File: src/core/osq_pkg.sv
// package for the operation status group and output queue
// assumes one 100 MHz clock and a command decoder outside the block
package osq_pkg;

    localparam int unsigned REG_W     = 16;
    localparam int unsigned SEL_W     = 3;
    localparam int unsigned DATA_W    = 8;
    localparam int unsigned QDEPTH    = 64;
    localparam int unsigned QADDR_W   = 6;
    localparam int unsigned QCOUNT_W  = 7;

    // register selectors carried by a query or write command
    typedef enum logic [2:0] {
        OSQ_SEL_CONDITION = 3'h0,
        OSQ_SEL_RISING    = 3'h1,
        OSQ_SEL_FALLING   = 3'h2,
        OSQ_SEL_EVENT     = 3'h3,
        OSQ_SEL_ENABLE    = 3'h4
    } osq_sel_t;

    // operation condition bit positions
    localparam int unsigned BIT_CAL      = 0;
    localparam int unsigned BIT_RANGING  = 2;
    localparam int unsigned BIT_MEAS     = 4;
    localparam int unsigned BIT_CELL1    = 8;
    localparam int unsigned BIT_CALLPROC = 9;
    localparam int unsigned BIT_CELL2    = 10;
    localparam int unsigned BIT_PROGRUN  = 14;
    localparam int unsigned BIT_UNUSED15 = 15;

    localparam logic [15:0] REG_RESET  = 16'h0000;
    localparam logic [15:0] USED_MASK  = 16'h4711;
    localparam int unsigned STB_MAV    = 4;
    localparam int unsigned STB_OPER   = 7;

    // summary bits that arrive from subsidiary groups and the controller
    typedef struct packed {
        logic prog_running;
        logic cell2_summary;
        logic callproc_summary;
        logic cell1_summary;
        logic meas_summary;
        logic cal_summary;
    } osq_sources_t;

    // register command from the remote interface parser
    typedef struct packed {
        logic              valid;
        logic              write;
        osq_sel_t          sel;
        logic [REG_W-1:0]  wdata;
    } osq_cmd_t;

endpackage : osq_pkg

File: src/core/osq_queue_mem.sv
// storage array of the output queue
// assumes the caller never writes when full; read data is registered
`timescale 1ns/10ps
module osq_queue_mem
    import osq_pkg::*;
(
    input  wire logic                i_clk,
    input  wire logic                i_we,
    input  wire logic [QADDR_W-1:0]  i_waddr,
    input  wire logic [DATA_W-1:0]   i_wdata,
    input  wire logic [QADDR_W-1:0]  i_raddr,
    output logic      [DATA_W-1:0]   o_rdata
);

    logic [DATA_W-1:0] mem_q [QDEPTH];

    always_ff @(posedge i_clk) begin
        if (i_we) begin
            mem_q[i_waddr] <= i_wdata;
        end
    end

    always_ff @(posedge i_clk) begin
        o_rdata <= mem_q[i_raddr];
    end

endmodule : osq_queue_mem

File: src/core/osq_top.sv
// operation status group, message-available bit and output queue
// assumes a parser that issues register commands and response bytes;
// source summary bits may come from other logic and are synchronised
`timescale 1ns/10ps
module osq_top
    import osq_pkg::*;
(
    input  wire logic                i_clk,
    input  wire logic                i_rst_n,
    input  wire osq_sources_t        i_sources,
    input  wire osq_cmd_t            i_cmd,
    input  wire logic                i_clear_status,
    input  wire logic                i_resp_valid,
    input  wire logic [DATA_W-1:0]   i_resp_data,
    input  wire logic                i_queue_clear,
    input  wire logic                i_read_req,
    output logic                     o_resp_ready,
    output logic                     o_cmd_ready,
    output logic                     o_reg_valid,
    output logic      [REG_W-1:0]    o_reg_data,
    output logic                     o_read_valid,
    output logic      [DATA_W-1:0]   o_read_data,
    output logic                     o_message_available,
    output logic                     o_group_summary_bit,
    output logic      [7:0]          o_stb_bits
);

    logic                   rst_s1_q;
    logic                   rst_n_q;
    osq_sources_t           src_s1_q;
    osq_sources_t           src_s2_q;
    logic [REG_W-1:0]       cond_d;
    logic [REG_W-1:0]       cond_q;
    logic [REG_W-1:0]       rise_q;
    logic [REG_W-1:0]       fall_q;
    logic [REG_W-1:0]       event_q;
    logic [REG_W-1:0]       event_set;
    logic [REG_W-1:0]       enable_q;
    logic                   summary_d;
    logic                   cmd_take;
    logic                   ev_query;
    logic [QADDR_W-1:0]     wptr_q;
    logic [QADDR_W-1:0]     rptr_q;
    logic [QCOUNT_W-1:0]    count_q;
    logic                   push;
    logic                   pop;
    logic                   pop_pend_q;
    logic [DATA_W-1:0]      mem_rdata;

    function automatic logic [REG_W-1:0] keep_used(
        input logic [REG_W-1:0] v
    );
        keep_used = v & USED_MASK;
    endfunction : keep_used

    // reset release through two flops
    always_ff @(posedge i_clk or negedge i_rst_n) begin
        if (!i_rst_n) begin
            rst_s1_q <= 1'b0;
            rst_n_q  <= 1'b0;
        end else begin
            rst_s1_q <= 1'b1;
            rst_n_q  <= rst_s1_q;
        end
    end

    // sources may be driven from other domains
    always_ff @(posedge i_clk or negedge rst_n_q) begin
        if (!rst_n_q) begin
            src_s1_q <= '0;
            src_s2_q <= '0;
        end else begin
            src_s1_q <= i_sources;
            src_s2_q <= src_s1_q;
        end
    end

    always_comb begin
        cond_d                = REG_RESET;
        cond_d[BIT_CAL]       = src_s2_q.cal_summary;
        cond_d[BIT_MEAS]      = src_s2_q.meas_summary;
        cond_d[BIT_CELL1]     = src_s2_q.cell1_summary;
        cond_d[BIT_CALLPROC]  = src_s2_q.callproc_summary;
        cond_d[BIT_CELL2]     = src_s2_q.cell2_summary;
        cond_d[BIT_PROGRUN]   = src_s2_q.prog_running;
        // ranging error has no condition source
        cond_d[BIT_RANGING]   = 1'b0;
        cond_d[BIT_UNUSED15]  = 1'b0;
    end

    always_ff @(posedge i_clk or negedge rst_n_q) begin
        if (!rst_n_q) begin
            cond_q <= REG_RESET;
        end else begin
            cond_q <= cond_d;
        end
    end

    // register commands wait while a response is pending
    assign cmd_take = i_cmd.valid && o_cmd_ready;
    assign ev_query = cmd_take && !i_cmd.write
                      && (i_cmd.sel == OSQ_SEL_EVENT);

    always_ff @(posedge i_clk or negedge rst_n_q) begin
        if (!rst_n_q) begin
            rise_q   <= REG_RESET;
            fall_q   <= REG_RESET;
            enable_q <= REG_RESET;
        end else if (cmd_take && i_cmd.write) begin
            unique case (i_cmd.sel)
                OSQ_SEL_RISING:  rise_q   <= keep_used(i_cmd.wdata);
                OSQ_SEL_FALLING: fall_q   <= keep_used(i_cmd.wdata);
                // zero written here clears the enable mask
                OSQ_SEL_ENABLE:  enable_q <= keep_used(i_cmd.wdata);
                default: ;
            endcase
        end
    end

    // filtered edges of the condition register
    genvar gi;
    generate
        for (gi = 0; gi < REG_W; gi++) begin : g_edge
            assign event_set[gi] = (cond_d[gi] && !cond_q[gi] && rise_q[gi])
                                || (!cond_d[gi] && cond_q[gi]
                                    && fall_q[gi]);
        end
    endgenerate

    // a new edge in the clearing cycle survives the clear
    always_ff @(posedge i_clk or negedge rst_n_q) begin
        if (!rst_n_q) begin
            event_q <= REG_RESET;
        end else if (ev_query || i_clear_status) begin
            event_q <= keep_used(event_set);
        end else begin
            event_q <= keep_used(event_q | event_set);
        end
    end

    assign summary_d = |(event_q & enable_q);

    always_ff @(posedge i_clk or negedge rst_n_q) begin
        if (!rst_n_q) begin
            o_group_summary_bit <= 1'b0;
        end else begin
            o_group_summary_bit <= summary_d;
        end
    end

    // register query answer, one cycle after the command is taken
    always_ff @(posedge i_clk or negedge rst_n_q) begin
        if (!rst_n_q) begin
            o_reg_valid <= 1'b0;
            o_reg_data  <= REG_RESET;
        end else begin
            o_reg_valid <= cmd_take && !i_cmd.write;
            if (cmd_take && !i_cmd.write) begin
                unique case (i_cmd.sel)
                    OSQ_SEL_CONDITION: o_reg_data <= cond_q;
                    OSQ_SEL_RISING:    o_reg_data <= rise_q;
                    OSQ_SEL_FALLING:   o_reg_data <= fall_q;
                    OSQ_SEL_EVENT:     o_reg_data <= event_q;
                    OSQ_SEL_ENABLE:    o_reg_data <= enable_q;
                    default:           o_reg_data <= REG_RESET;
                endcase
            end
        end
    end

    // output queue
    assign push = i_resp_valid && o_resp_ready && !i_queue_clear;
    assign pop  = i_read_req && (count_q != '0) && !i_queue_clear;

    always_ff @(posedge i_clk or negedge rst_n_q) begin
        if (!rst_n_q) begin
            wptr_q  <= '0;
            rptr_q  <= '0;
            count_q <= '0;
        end else if (i_queue_clear) begin
            wptr_q  <= '0;
            rptr_q  <= '0;
            count_q <= '0;
        end else begin
            if (push) begin
                wptr_q <= wptr_q + 1'b1;
            end
            if (pop) begin
                rptr_q <= rptr_q + 1'b1;
            end
            count_q <= count_q + QCOUNT_W'(push) - QCOUNT_W'(pop);
        end
    end

    osq_queue_mem u_mem (
        .i_clk   (i_clk),
        .i_we    (push),
        .i_waddr (wptr_q),
        .i_wdata (i_resp_data),
        .i_raddr (rptr_q),
        .o_rdata (mem_rdata)
    );

    // the memory answers one cycle after the pop
    always_ff @(posedge i_clk or negedge rst_n_q) begin
        if (!rst_n_q) begin
            pop_pend_q <= 1'b0;
        end else begin
            pop_pend_q <= pop;
        end
    end

    always_ff @(posedge i_clk or negedge rst_n_q) begin
        if (!rst_n_q) begin
            o_read_valid <= 1'b0;
            o_read_data  <= '0;
        end else begin
            o_read_valid <= pop_pend_q;
            if (pop_pend_q) begin
                o_read_data <= mem_rdata;
            end
        end
    end

    // registered view of the queue level and of the summary bit in the status byte; lags count by one cycle
    always_ff @(posedge i_clk or negedge rst_n_q) begin
        if (!rst_n_q) begin
            o_message_available <= 1'b0;
            o_resp_ready        <= 1'b0;
            o_cmd_ready         <= 1'b0;
            o_stb_bits          <= '0;
        end else begin
            o_message_available <= (count_q != '0);
            // queue holding 62 or more bytes back-pressures the response source
            o_resp_ready <= (count_q < QCOUNT_W'(QDEPTH - 2));
            // no new message is processed before pending data is read
            o_cmd_ready  <= (count_q == '0) && !push;
            o_stb_bits             <= '0;
            o_stb_bits[STB_MAV]    <= (count_q != '0);
            o_stb_bits[STB_OPER]   <= summary_d;
        end
    end

endmodule : osq_top

File: config.mk
export PLATFORM = sky130hd
export DESIGN_NAME = osq_top
export DESIGN_NICKNAME = d
export VERILOG_FILES = /design/src/core/osq_pkg.sv /design/src/core/osq_queue_mem.sv /design/src/core/osq_top.sv
export SDC_FILE = /design/constraint.sdc
export NUM_CORES = 1
export LEC_CHECK = 0
export BUFFER_PORTS_ARGS = -buffer_cell sky130_fd_sc_hd__clkbuf_2
export CAP_MARGIN = 20
export CORE_UTILIZATION = 55
export DETAILED_ROUTE_END_ITERATION = 16
export HOLD_SLACK_MARGIN = 0.08
export PLACE_DENSITY = 0.68
export RECOVER_POWER = 100
export SYNTH_ARGS = -nofsm -noshare
export SYNTH_HDL_FRONTEND = slang
export SYNTH_SLANG_ARGS = --single-unit
File: constraint.sdc
create_clock -name i_clk -period 6.7 [get_ports i_clk]
set_input_delay 2.01 -clock i_clk [delete_from_list [all_inputs] [get_ports i_clk]]
set_output_delay 2.01 -clock i_clk [all_outputs]
set_load 0.03 [all_outputs]
# Yosys cells after proc, flatten, opt, wreduce, memory -nomap -nowiden
# Memories as Yosys holds them, arrays and structs flattened. A register that Yosys moved wholly into a read port is not among the register bits.
# Cells that the tools add are included.
# W data, S select, Z words.
[classes] n_mux=9 n_lt_le_gt_ge=1 n_reduce_logical=64 eq_ne=4 bitwise_logic=2 add_sub_neg=4
[ops] op="$pmux W15 S5" count=1
[ops] op="$logic_and A1 B1 Y1" count=33
[ops] op="$mux W6" count=4
[ops] op="$reduce_or A16 Y1" count=1
[ops] op="$and A15 B15 Y15" count=1
[ops] op="$logic_not A1 Y1" count=15
[ops] op="$mux W15" count=1
[ops] op="$or A15 B15 Y15" count=1
[ops] op="$add A6 B1 Y6 const B" count=2
[ops] op="$add A7 B1 Y7" count=1
[ops] op="$logic_not A7 Y1" count=1
[ops] op="$logic_or A1 B1 Y1" count=7
[ops] op="$lt A7 B6 Y1 const B" count=1
[ops] op="$mux W7" count=1
[ops] op="$reduce_bool A7 Y1" count=1
[ops] op="$sub A7 B1 Y7" count=1
[ops] op="$eq A3 B2 Y1 const B" count=2
[ops] op="$reduce_and A2 Y1" count=3
[ops] op="$reduce_bool A2 Y1" count=2
[ops] op="$eq A3 B1 Y1 const B" count=1
[ops] op="$eq A3 B3 Y1 const B" count=1
[ops] op="$logic_not A3 Y1" count=1
[ops] op="$mux W1" count=2
[word_totals] input_bits=41 output_inout_bits=38 ff_bits=105 ram_bits=512 wordCells=117 mem_count=1
[mem_list] name="u_mem.mem_q" words=64 word_bits=8 read_ports=1 rd_clocked_by_memory_dff=1 write_ports=1 line_no="osq_queue_mem.sv:15" source="logic [DATA_W-1:0] mem_q [QDEPTH];"

# Logic depth before layout (Yosys ltp)
# Gate-level depths: netlist (run 1).
[logic_depth] depth_word=6 depth_mapped=17 depth_no_buf=16

# Modules after synthesis
# From an unflattened synthesis (run 1), not the netlist that was laid out.
[hier_totals] hier_cells=1255 hier_area_um2=24014.3
[modules_own_cells] module="osq_queue_mem" cells_each=940 area_per_inst_um2=20166.8 seq_area_each_um2=15534.9 n_inst=1
[modules_own_cells] module="osq_top" cells_each=315 area_per_inst_um2=3847.4 seq_area_each_um2=2102.0 n_inst=1

# Worst setup path after synthesis (run 1)
# OpenSTA, ideal clock, no wires.
[synth_path] path_kind="input to register" startpoint="in i_read_req" endpoint="reg count_q[6]" path_slack_ps=2419 setup_time_ps=136 required_ps=6564 path_stages=14 path_buffers=1 t_arrival_ps=4145 path_cell_list="and2_1 -> clkbuf_1 -> nor2b_1 -> ha_1 -> inv_1 -> ha_1 -> inv_1 -> fa_1 -> nand2b_1 -> a21oi_1 -> o21ai_0 -> a21oi_1 -> o21a_1 -> nor3_1"
[synth_between] elab_chain_cells=4
[synth_rtl] element="from (decl)" line_no="osq_top.sv:16" source="input wire logic i_read_req,"
[synth_rtl] element="$logic_and A1 B1 Y1 (2 in a row)" line_no="osq_top.sv:173" source="assign pop = i_read_req && (count_q != '0) && !i_queue_clear;"
[synth_rtl] element="net pop" line_no="osq_top.sv:46" source="logic pop;"
[synth_rtl] element="$sub A7 B1 Y7" line_no="osq_top.sv:191" source="count_q <= count_q + QCOUNT_W'(push) - QCOUNT_W'(pop);"
[synth_rtl] element="$mux W7" line_no="osq_top.sv:180" source="end else if (i_queue_clear) begin"
[synth_rtl] element="to (signal assigned)" line_no="osq_top.sv:191"
[synth_rtl] element="to (decl)" line_no="osq_top.sv:44" source="logic [QCOUNT_W-1:0] count_q;"
# The timed path passes the listed nets, and every way through them passes these cells.
# A chain may end at the register's enable or synchronous reset.

# Final worst setup path (run 1)
[layout_path] startpoint="in i_resp_data[7]" endpoint="mem u_mem.mem_q[45][7], data pin"
[layout_lines] element="from (decl)" line_no="osq_top.sv:14" source="input wire logic [DATA_W-1:0] i_resp_data,"
[layout_lines] element="to (decl)" line_no="osq_queue_mem.sv:15"
# No word-level cell before the write port.

==> results of run 1 <==
cells by family (layout without fill, tap and decap cells):
| family | Yosys count | after routing | share of synthesized area (%) |
|---|---|---|---|
| other | 2 | 17 | 0.03156 |
| DFF | 604 | 604 | 74.11 |
| xor gates and xnor gates | 12 | 12 | 0.4416 |
| muxes | 207 | 207 | 15.56 |
| AOI/OAI and AO/OA | 110 | 110 | 3.128 |
| and+or+nand+nor | 199 | 199 | 3.827 |
| adders and majority gates | 15 | 15 | 0.8202 |
| buffers and inverters | 94 | 192 | 2.082 |
registers in the layout, summed over array words and instances (netlist names), 2 cells and up:
| name | cells |
|---|---|
| cond_d | 6 |
| cond_q | 6 |
| count_q | 7 |
| enable_q | 6 |
| event_q | 6 |
| fall_q | 6 |
| o_read_data | 8 |
| o_reg_data | 6 |
| o_stb_bits | 2 |
| rise_q | 6 |
| rptr_q | 6 |
| src_s1_q | 6 |
| u_mem.mem_q | 512 |
| u_mem.o_rdata | 8 |
| wptr_q | 6 |
cell type report:
| type | count | area [um2] |
|---|---|---|
| multi-input combinational | 560 | 5718 |
| tap | 577 | 721.9 |
| fill | 3000 | 15940 |
| clock buffer | 72 | 1578 |
| inverter | 14 | 52.55 |
| timing repair buffer | 72 | 341.6 |
| sequential | 604 | 17650 |
| clock inverter | 34 | 322.8 |
power breakdown:
group / switching (uW) / internal [uW]
Combinational: 801 / 708
Clock: 1390 / 1860
Sequential: 185 / 4260
Total: 2370 / 6830
per-stage QoR:
step | power (uW) | cell area (um2) | worst slack [ns]
finish | 9203 | 26380 | 2.207
global route | 9554 | 26380 | 1.627
CTS | 9286 | 26470 | 2.486
detailed placement | 6057 | 24570 | 1.826
global placement | 6026 | 24570 | 1.838
floorplan | 5635 | 23860 | 2.419
synthesized netlist by cell type, types with 7 or more instances:
library cell | instances | area, um2
nand2_1 | 36 | 135.1
xor2_1 | 8 | 70.07
dfrtp_1 | 84 | 2102
a22oi_1 | 25 | 187.7
clkbuf_1 | 31 | 116.4
buf_2 | 15 | 75.07
nand3_1 | 12 | 60.06
nor2b_1 | 11 | 68.82
buf_4 | 25 | 187.7
a21oi_1 | 18 | 90.09
nor2_1 | 100 | 375.4
nand3b_1 | 7 | 52.55
a31oi_1 | 7 | 43.79
dfxtp_1 | 8 | 160.2
edfxtp_1 | 512 | 15370
mux2_2 | 44 | 495.5
ha_1 | 14 | 175.2
o21ai_0 | 15 | 75.07
inv_1 | 14 | 52.55
o21a_1 | 7 | 52.55
mux2i_1 | 37 | 370.4
mux4_2 | 126 | 2838
o221ai_1 | 12 | 105.1
routing by layer:
metal | routed length [um] | global-route usage [%] | part of all wire (%) | up-vias
met4 | 1272 | 6.972 | 2.6 | 0
li1 | - | - | - | 5067
met5 | 0 | 0 | 0 | -
met3 | 3256 | 4.768 | 6.7 | 98
met2 | 23530 | 35.94 | 48 | 422
met1 | 20620 | 32.52 | 42 | 6007
worst paths after layout:
| check | start | end | cells after the start |
|---|---|---|---|
| setup / recovery | i_resp_data[7] | u_mem.mem_q[45][7] | 2 |
| hold / removal | src_s1_q[1] | cond_d[4] | 0 |
| setup reg to reg | rptr_q[0] | u_mem.o_rdata[4] | 5 |
| hold reg to reg | src_s1_q[1] | cond_d[4] | 0 |
| max in group asynchronous | rst_n_q | rptr_q[0] | 1 |
| min in group asynchronous | rst_n_q | src_s1_q[4] | 0 |
==> flow_metrics.env, run 1 <==
export IMPL_setup_viol=0
export IMPL_crit_arrival_ns=4.43
export IMPL_crit_fanout=64
export IMPL_antenna_left=0
export IMPL_final_nets=1368
export IMPL_worst_ep_required_time_ns=6.63
export IMPL_hold_path_class="reg -> reg"
export IMPL_grt_setup_unrepaired="false"
export IMPL_fp_dieW_um=210.0
export IMPL_drive_above_1_share_pct=21.90
export IMPL_place_port_buffers=52
export IMPL_p_per_area_nw_per_um2=348.9
export IMPL_antenna_found_initial=0
export IMPL_critPathMaxStageDelay_ns=2.31
export IMPL_grt_max_degree=73
export IMPL_cap_violations=10
export IMPL_area_growth_pct=10.85
export IMPL_cts_buffers=60
export IMPL_violations="max-capacitance violations, max-slew violations"
export IMPL_core_area_um2=42320
export IMPL_final_cell_mix="512 x edfxtp_1, 126 x mux4_2, 100 x nor2_1"
export IMPL_grtUsageTotal_pct=22.82
export IMPL_rows=75
export IMPL_cts_resized=0
export IMPL_end_kind="register"
export IMPL_max_slew_margin_pct=-119.1
export IMPL_grt_pass1_wl_um=73570
export IMPL_ys_warnings_count=0
export IMPL_fmax_ghz=0.2226
export IMPL_vias=11590
export IMPL_finalCriticalPeriod_ns=4.493
export IMPL_finalMaxSlewViolations=607
export IMPL_skew_ns=0.02353
export IMPL_hold_viol=0
export IMPL_worstMarginPinSlew_ns=3.287
export IMPL_htreeDepth=2
export IMPL_die_y_um=210.0
export IMPL_final_util_pct=62.33
export IMPL_drt_wl_total_um=48680
export IMPL_critPathTopFamily="buffers and inverters"
export IMPL_root_buffer="clkbuf_16"
export IMPL_async_reset_ff_share_pct=13.91
export IMPL_clock_latency_ns=0.63
export IMPL_holdWs_ns=0.3518
export IMPL_ys_seq_elements=604
export IMPL_hold_buffers=0
export IMPL_first_global_vias=11690
export IMPL_path_clk_slew_ns=0.06
export IMPL_fin_cells=1933
export IMPL_cp_slowest_cell="clkbuf_1"
export IMPL_critical_path_class="in -> reg"
export IMPL_cts_tree="yes"
export IMPL_p_leak_uw=0.008529
export IMPL_ys_seq_area_share_pct=74.11
export IMPL_overflow=0
export IMPL_status="finished, violations left"
export IMPL_wl_per_cell_um=25.18
export IMPL_drc_errors=0
export IMPL_first_iter_violations=1275
export IMPL_syn_inst=1243
export IMPL_synth_edf_count=512
export IMPL_start_util_pct=56.23
export IMPL_clockBufferDepth=3
export IMPL_final_common_cell="edfxtp_1"
export IMPL_vdd_drop_max_uv=209.1
export IMPL_worst_setup_path_start_kind="input port"
export IMPL_dpl_hpwl_um=28820
export IMPL_syn_avg_cell_area_um2=19.15
export IMPL_crit_chain="clkbuf_2 -> clkbuf_1"
export IMPL_antenna_cells=0
export IMPL_setup_tns_final_ns=0
export IMPL_gp_congestion=0.8221
export IMPL_crit_buf_inv=2
export IMPL_io_pins=79
export IMPL_timing_final_crit_share_pct=67.06
export IMPL_dp_cells=1827
export IMPL_syn_area_um2=23800
export IMPL_post_cts_buffers=0
export IMPL_synth_ff_type="edfxtp_1"
export IMPL_yosysUniqueCellTypes=49
export IMPL_via_per_inst=5.998
export IMPL_first_pass_iters=7
export IMPL_dieArea_um2=44110
export IMPL_cts_num_sinks=604
export IMPL_r2r_slack_ns=2.21
Note: power is estimated with default switching activity, not from simulation.
==> run 2, diff against run 1 <==
Settings changed: PLACE_DENSITY 0.68 to 0.71.
Clock period 6.7 ns to 3.7 ns, I/O delays scaled along.
==> run 2 against run 1 <==
Compared with the run above: the run still ends with max-capacitance violations, max-slew violations left; sequential cell count unchanged; non-clock buffer count increased by 82; die area is the same; power increased by 82%; clock skew decreased by 0.0083 ns; sequential share of layout area fell by 0.92 points; clock power rose by 81%; register-to-register slack worse by 1.7 ns; core utilization rose by 0.87 points; setup slack lost 1.8 ns; critical path type unchanged.
==> flow_metrics.env, run 2 (synthesized netlist as in run 1, its figures left out) <==
export IMPL_status="finished, violations left"
export IMPL_violations="max-capacitance violations, max-slew violations"
export IMPL_first_pass_iters=5
export IMPL_vdd_drop_max_uv=357.6
export IMPL_p_comb_share_pct=16.7
export IMPL_dpl_hpwl_um=30300
export IMPL_end_kind="register"
export IMPL_grt_pass1_wl_um=73580
export IMPL_io_pins=79
export IMPL_final_cell_mix="512 x edfxtp_1, 129 x clkbuf_1, 126 x mux4_2"
export IMPL_area_growth_pct=12.39
export IMPL_cts_tree="yes"
export IMPL_clkPwrFrac_pct=35.2
export IMPL_seqPwrFrac_pct=48.1
export IMPL_crit_buf_inv=2
export IMPL_cts_resized=0
export IMPL_final_nets=1448
export IMPL_overflow=0
export IMPL_grtUsageTotal_pct=22.69
export IMPL_cp_startpoint="i_resp_data[4]"
export IMPL_critical_path_class="in -> reg"
export IMPL_max_slew_margin_pct=-56.12
export IMPL_first_global_vias=12160
export IMPL_finalCriticalPeriod_ns=3.295
export IMPL_critPathMaxStageDelay_ns=1.54
export IMPL_cap_violations=5
export IMPL_timing_final_crit_share_pct=89.06
export IMPL_grt_setup_unrepaired="false"
export IMPL_skew_ns=0.01524
export IMPL_finalMaxSlewViolations=233
export IMPL_start_util_pct=56.23
export IMPL_crit_chain="clkbuf_1 -> clkbuf_1"
export IMPL_worst_setup_path_start_kind="input port"
export IMPL_r2r_start="rptr_q[0]"
export IMPL_grt_max_degree=65
export IMPL_final_util_pct=63.20
export IMPL_fp_dieW_um=210.0
export IMPL_crit_fanout=42
export IMPL_p_leak_uw=0.008662
export IMPL_cts_num_sinks=604
export IMPL_drive_above_1_share_pct=20.72
export IMPL_clockBufferDepth=3
export IMPL_p_int_uw=12500
export IMPL_die_y_um=210.0
export IMPL_critPathTopFamily="buffers and inverters"
export IMPL_dieArea_um2=44110
export IMPL_gp_congestion=0.8610
export IMPL_power_switching_uw=4214
export IMPL_fmax_ghz=0.3035
export IMPL_cts_buffers=58
export IMPL_worstMarginPinSlew_ns=2.342
export IMPL_hold_path_class="in -> async"
export IMPL_path_clk_slew_ns=0.06
export IMPL_drc_errors=0
export IMPL_via_per_inst=5.887
export IMPL_critical_path_most_common_cell="clkbuf_1"
export IMPL_place_port_buffers=52
export IMPL_setup_tns_final_ns=0
export IMPL_final_common_cell="edfxtp_1"
export IMPL_antenna_left=0
export IMPL_rows=75
export IMPL_antenna_found_initial=0
export IMPL_regMostFlops="u_mem.mem_q"
export IMPL_p_per_area_nw_per_um2=624.7
export IMPL_root_buffer="clkbuf_16"
export IMPL_antenna_cells=0
export IMPL_core_area_um2=42320
export IMPL_htreeDepth=2
export IMPL_cp_slowest_cell="clkbuf_1"
export IMPL_largest_reg_flops=512
export IMPL_post_cts_buffers=0
export IMPL_vias=11860
export IMPL_first_iter_violations=1226
export IMPL_power_share_switching_pct=25.22
export IMPL_crit_arrival_ns=3.40
export IMPL_clock_latency_ns=0.61
export IMPL_hold_buffers=0
export IMPL_holdWs_ns=0.2851
export IMPL_setup_viol=0
export IMPL_hold_viol=0
export IMPL_worst_ep_required_time_ns=3.80
export IMPL_reg_top3="u_mem.mem_q (512), o_read_data (8), u_mem.o_rdata (8)"
export IMPL_drt_wl_total_um=47990
export IMPL_wl_per_cell_um=23.82
==> run 2: metal layers <==
metal / share of wire, % / vias up / track usage (%)
met5: 0 / - / 0
met4: 2.7 / 0 / 7.450
met3: 6.0 / 84 / 4.038
met2: 49 / 394 / 36.41
met1: 43 / 6161 / 31.99
li1: - / 5223 / -
==> run 2: area by class of cell <==
| cell class | instances | area, um2 |
|---|---|---|
| clock buffers | 79 | 1582 |
| inverters | 14 | 52.55 |
| well taps | 577 | 721.9 |
| repair buffers | 154 | 718.2 |
| clock inverters | 27 | 310.3 |
| flip-flops and latches | 604 | 17650 |
| multi-input cells | 560 | 5718 |
| fillers | 3027 | 15570 |
==> run 2: worst paths after layout <==
kind,endpoint,slack [ns],cells past startpoint
max reg2reg,u_mem.o_rdata[3],0.55,7
max in group asynchronous,rptr_q[0],1.04,0
min in group i_clk,cond_d[10],0.34,0
min reg2reg,cond_d[10],0.34,0
max,u_mem.mem_q[44][4],0.40,2
min,rst_n_q,0.29,1
==> run 2: power groups by stage <==
stage	sequential, uW	combinational (uW)	clock (uW)
final	8030	2790	5890
after CTS	8040	2890	6000
after global routing	8080	3020	6230
after global placement	8160	2830	0
after floorplan	8180	2020	0
after detailed placement	8180	2870	0
==> run 2: stage by stage <==
step           instances  instance area [um2]  total power (uW)  setup WS, ns
2_1_floorplan       1258                23860             10200        0.3193
3_3_place_gp        1908                25220             10990        0.2260
3_5_place_dp        1908                25220             11060        0.2151
4_1_cts             2014                27110             16930        0.5991
5_1_grt             2015                26750             17330        0.2647
6_report            2015                26750             16710        0.4048
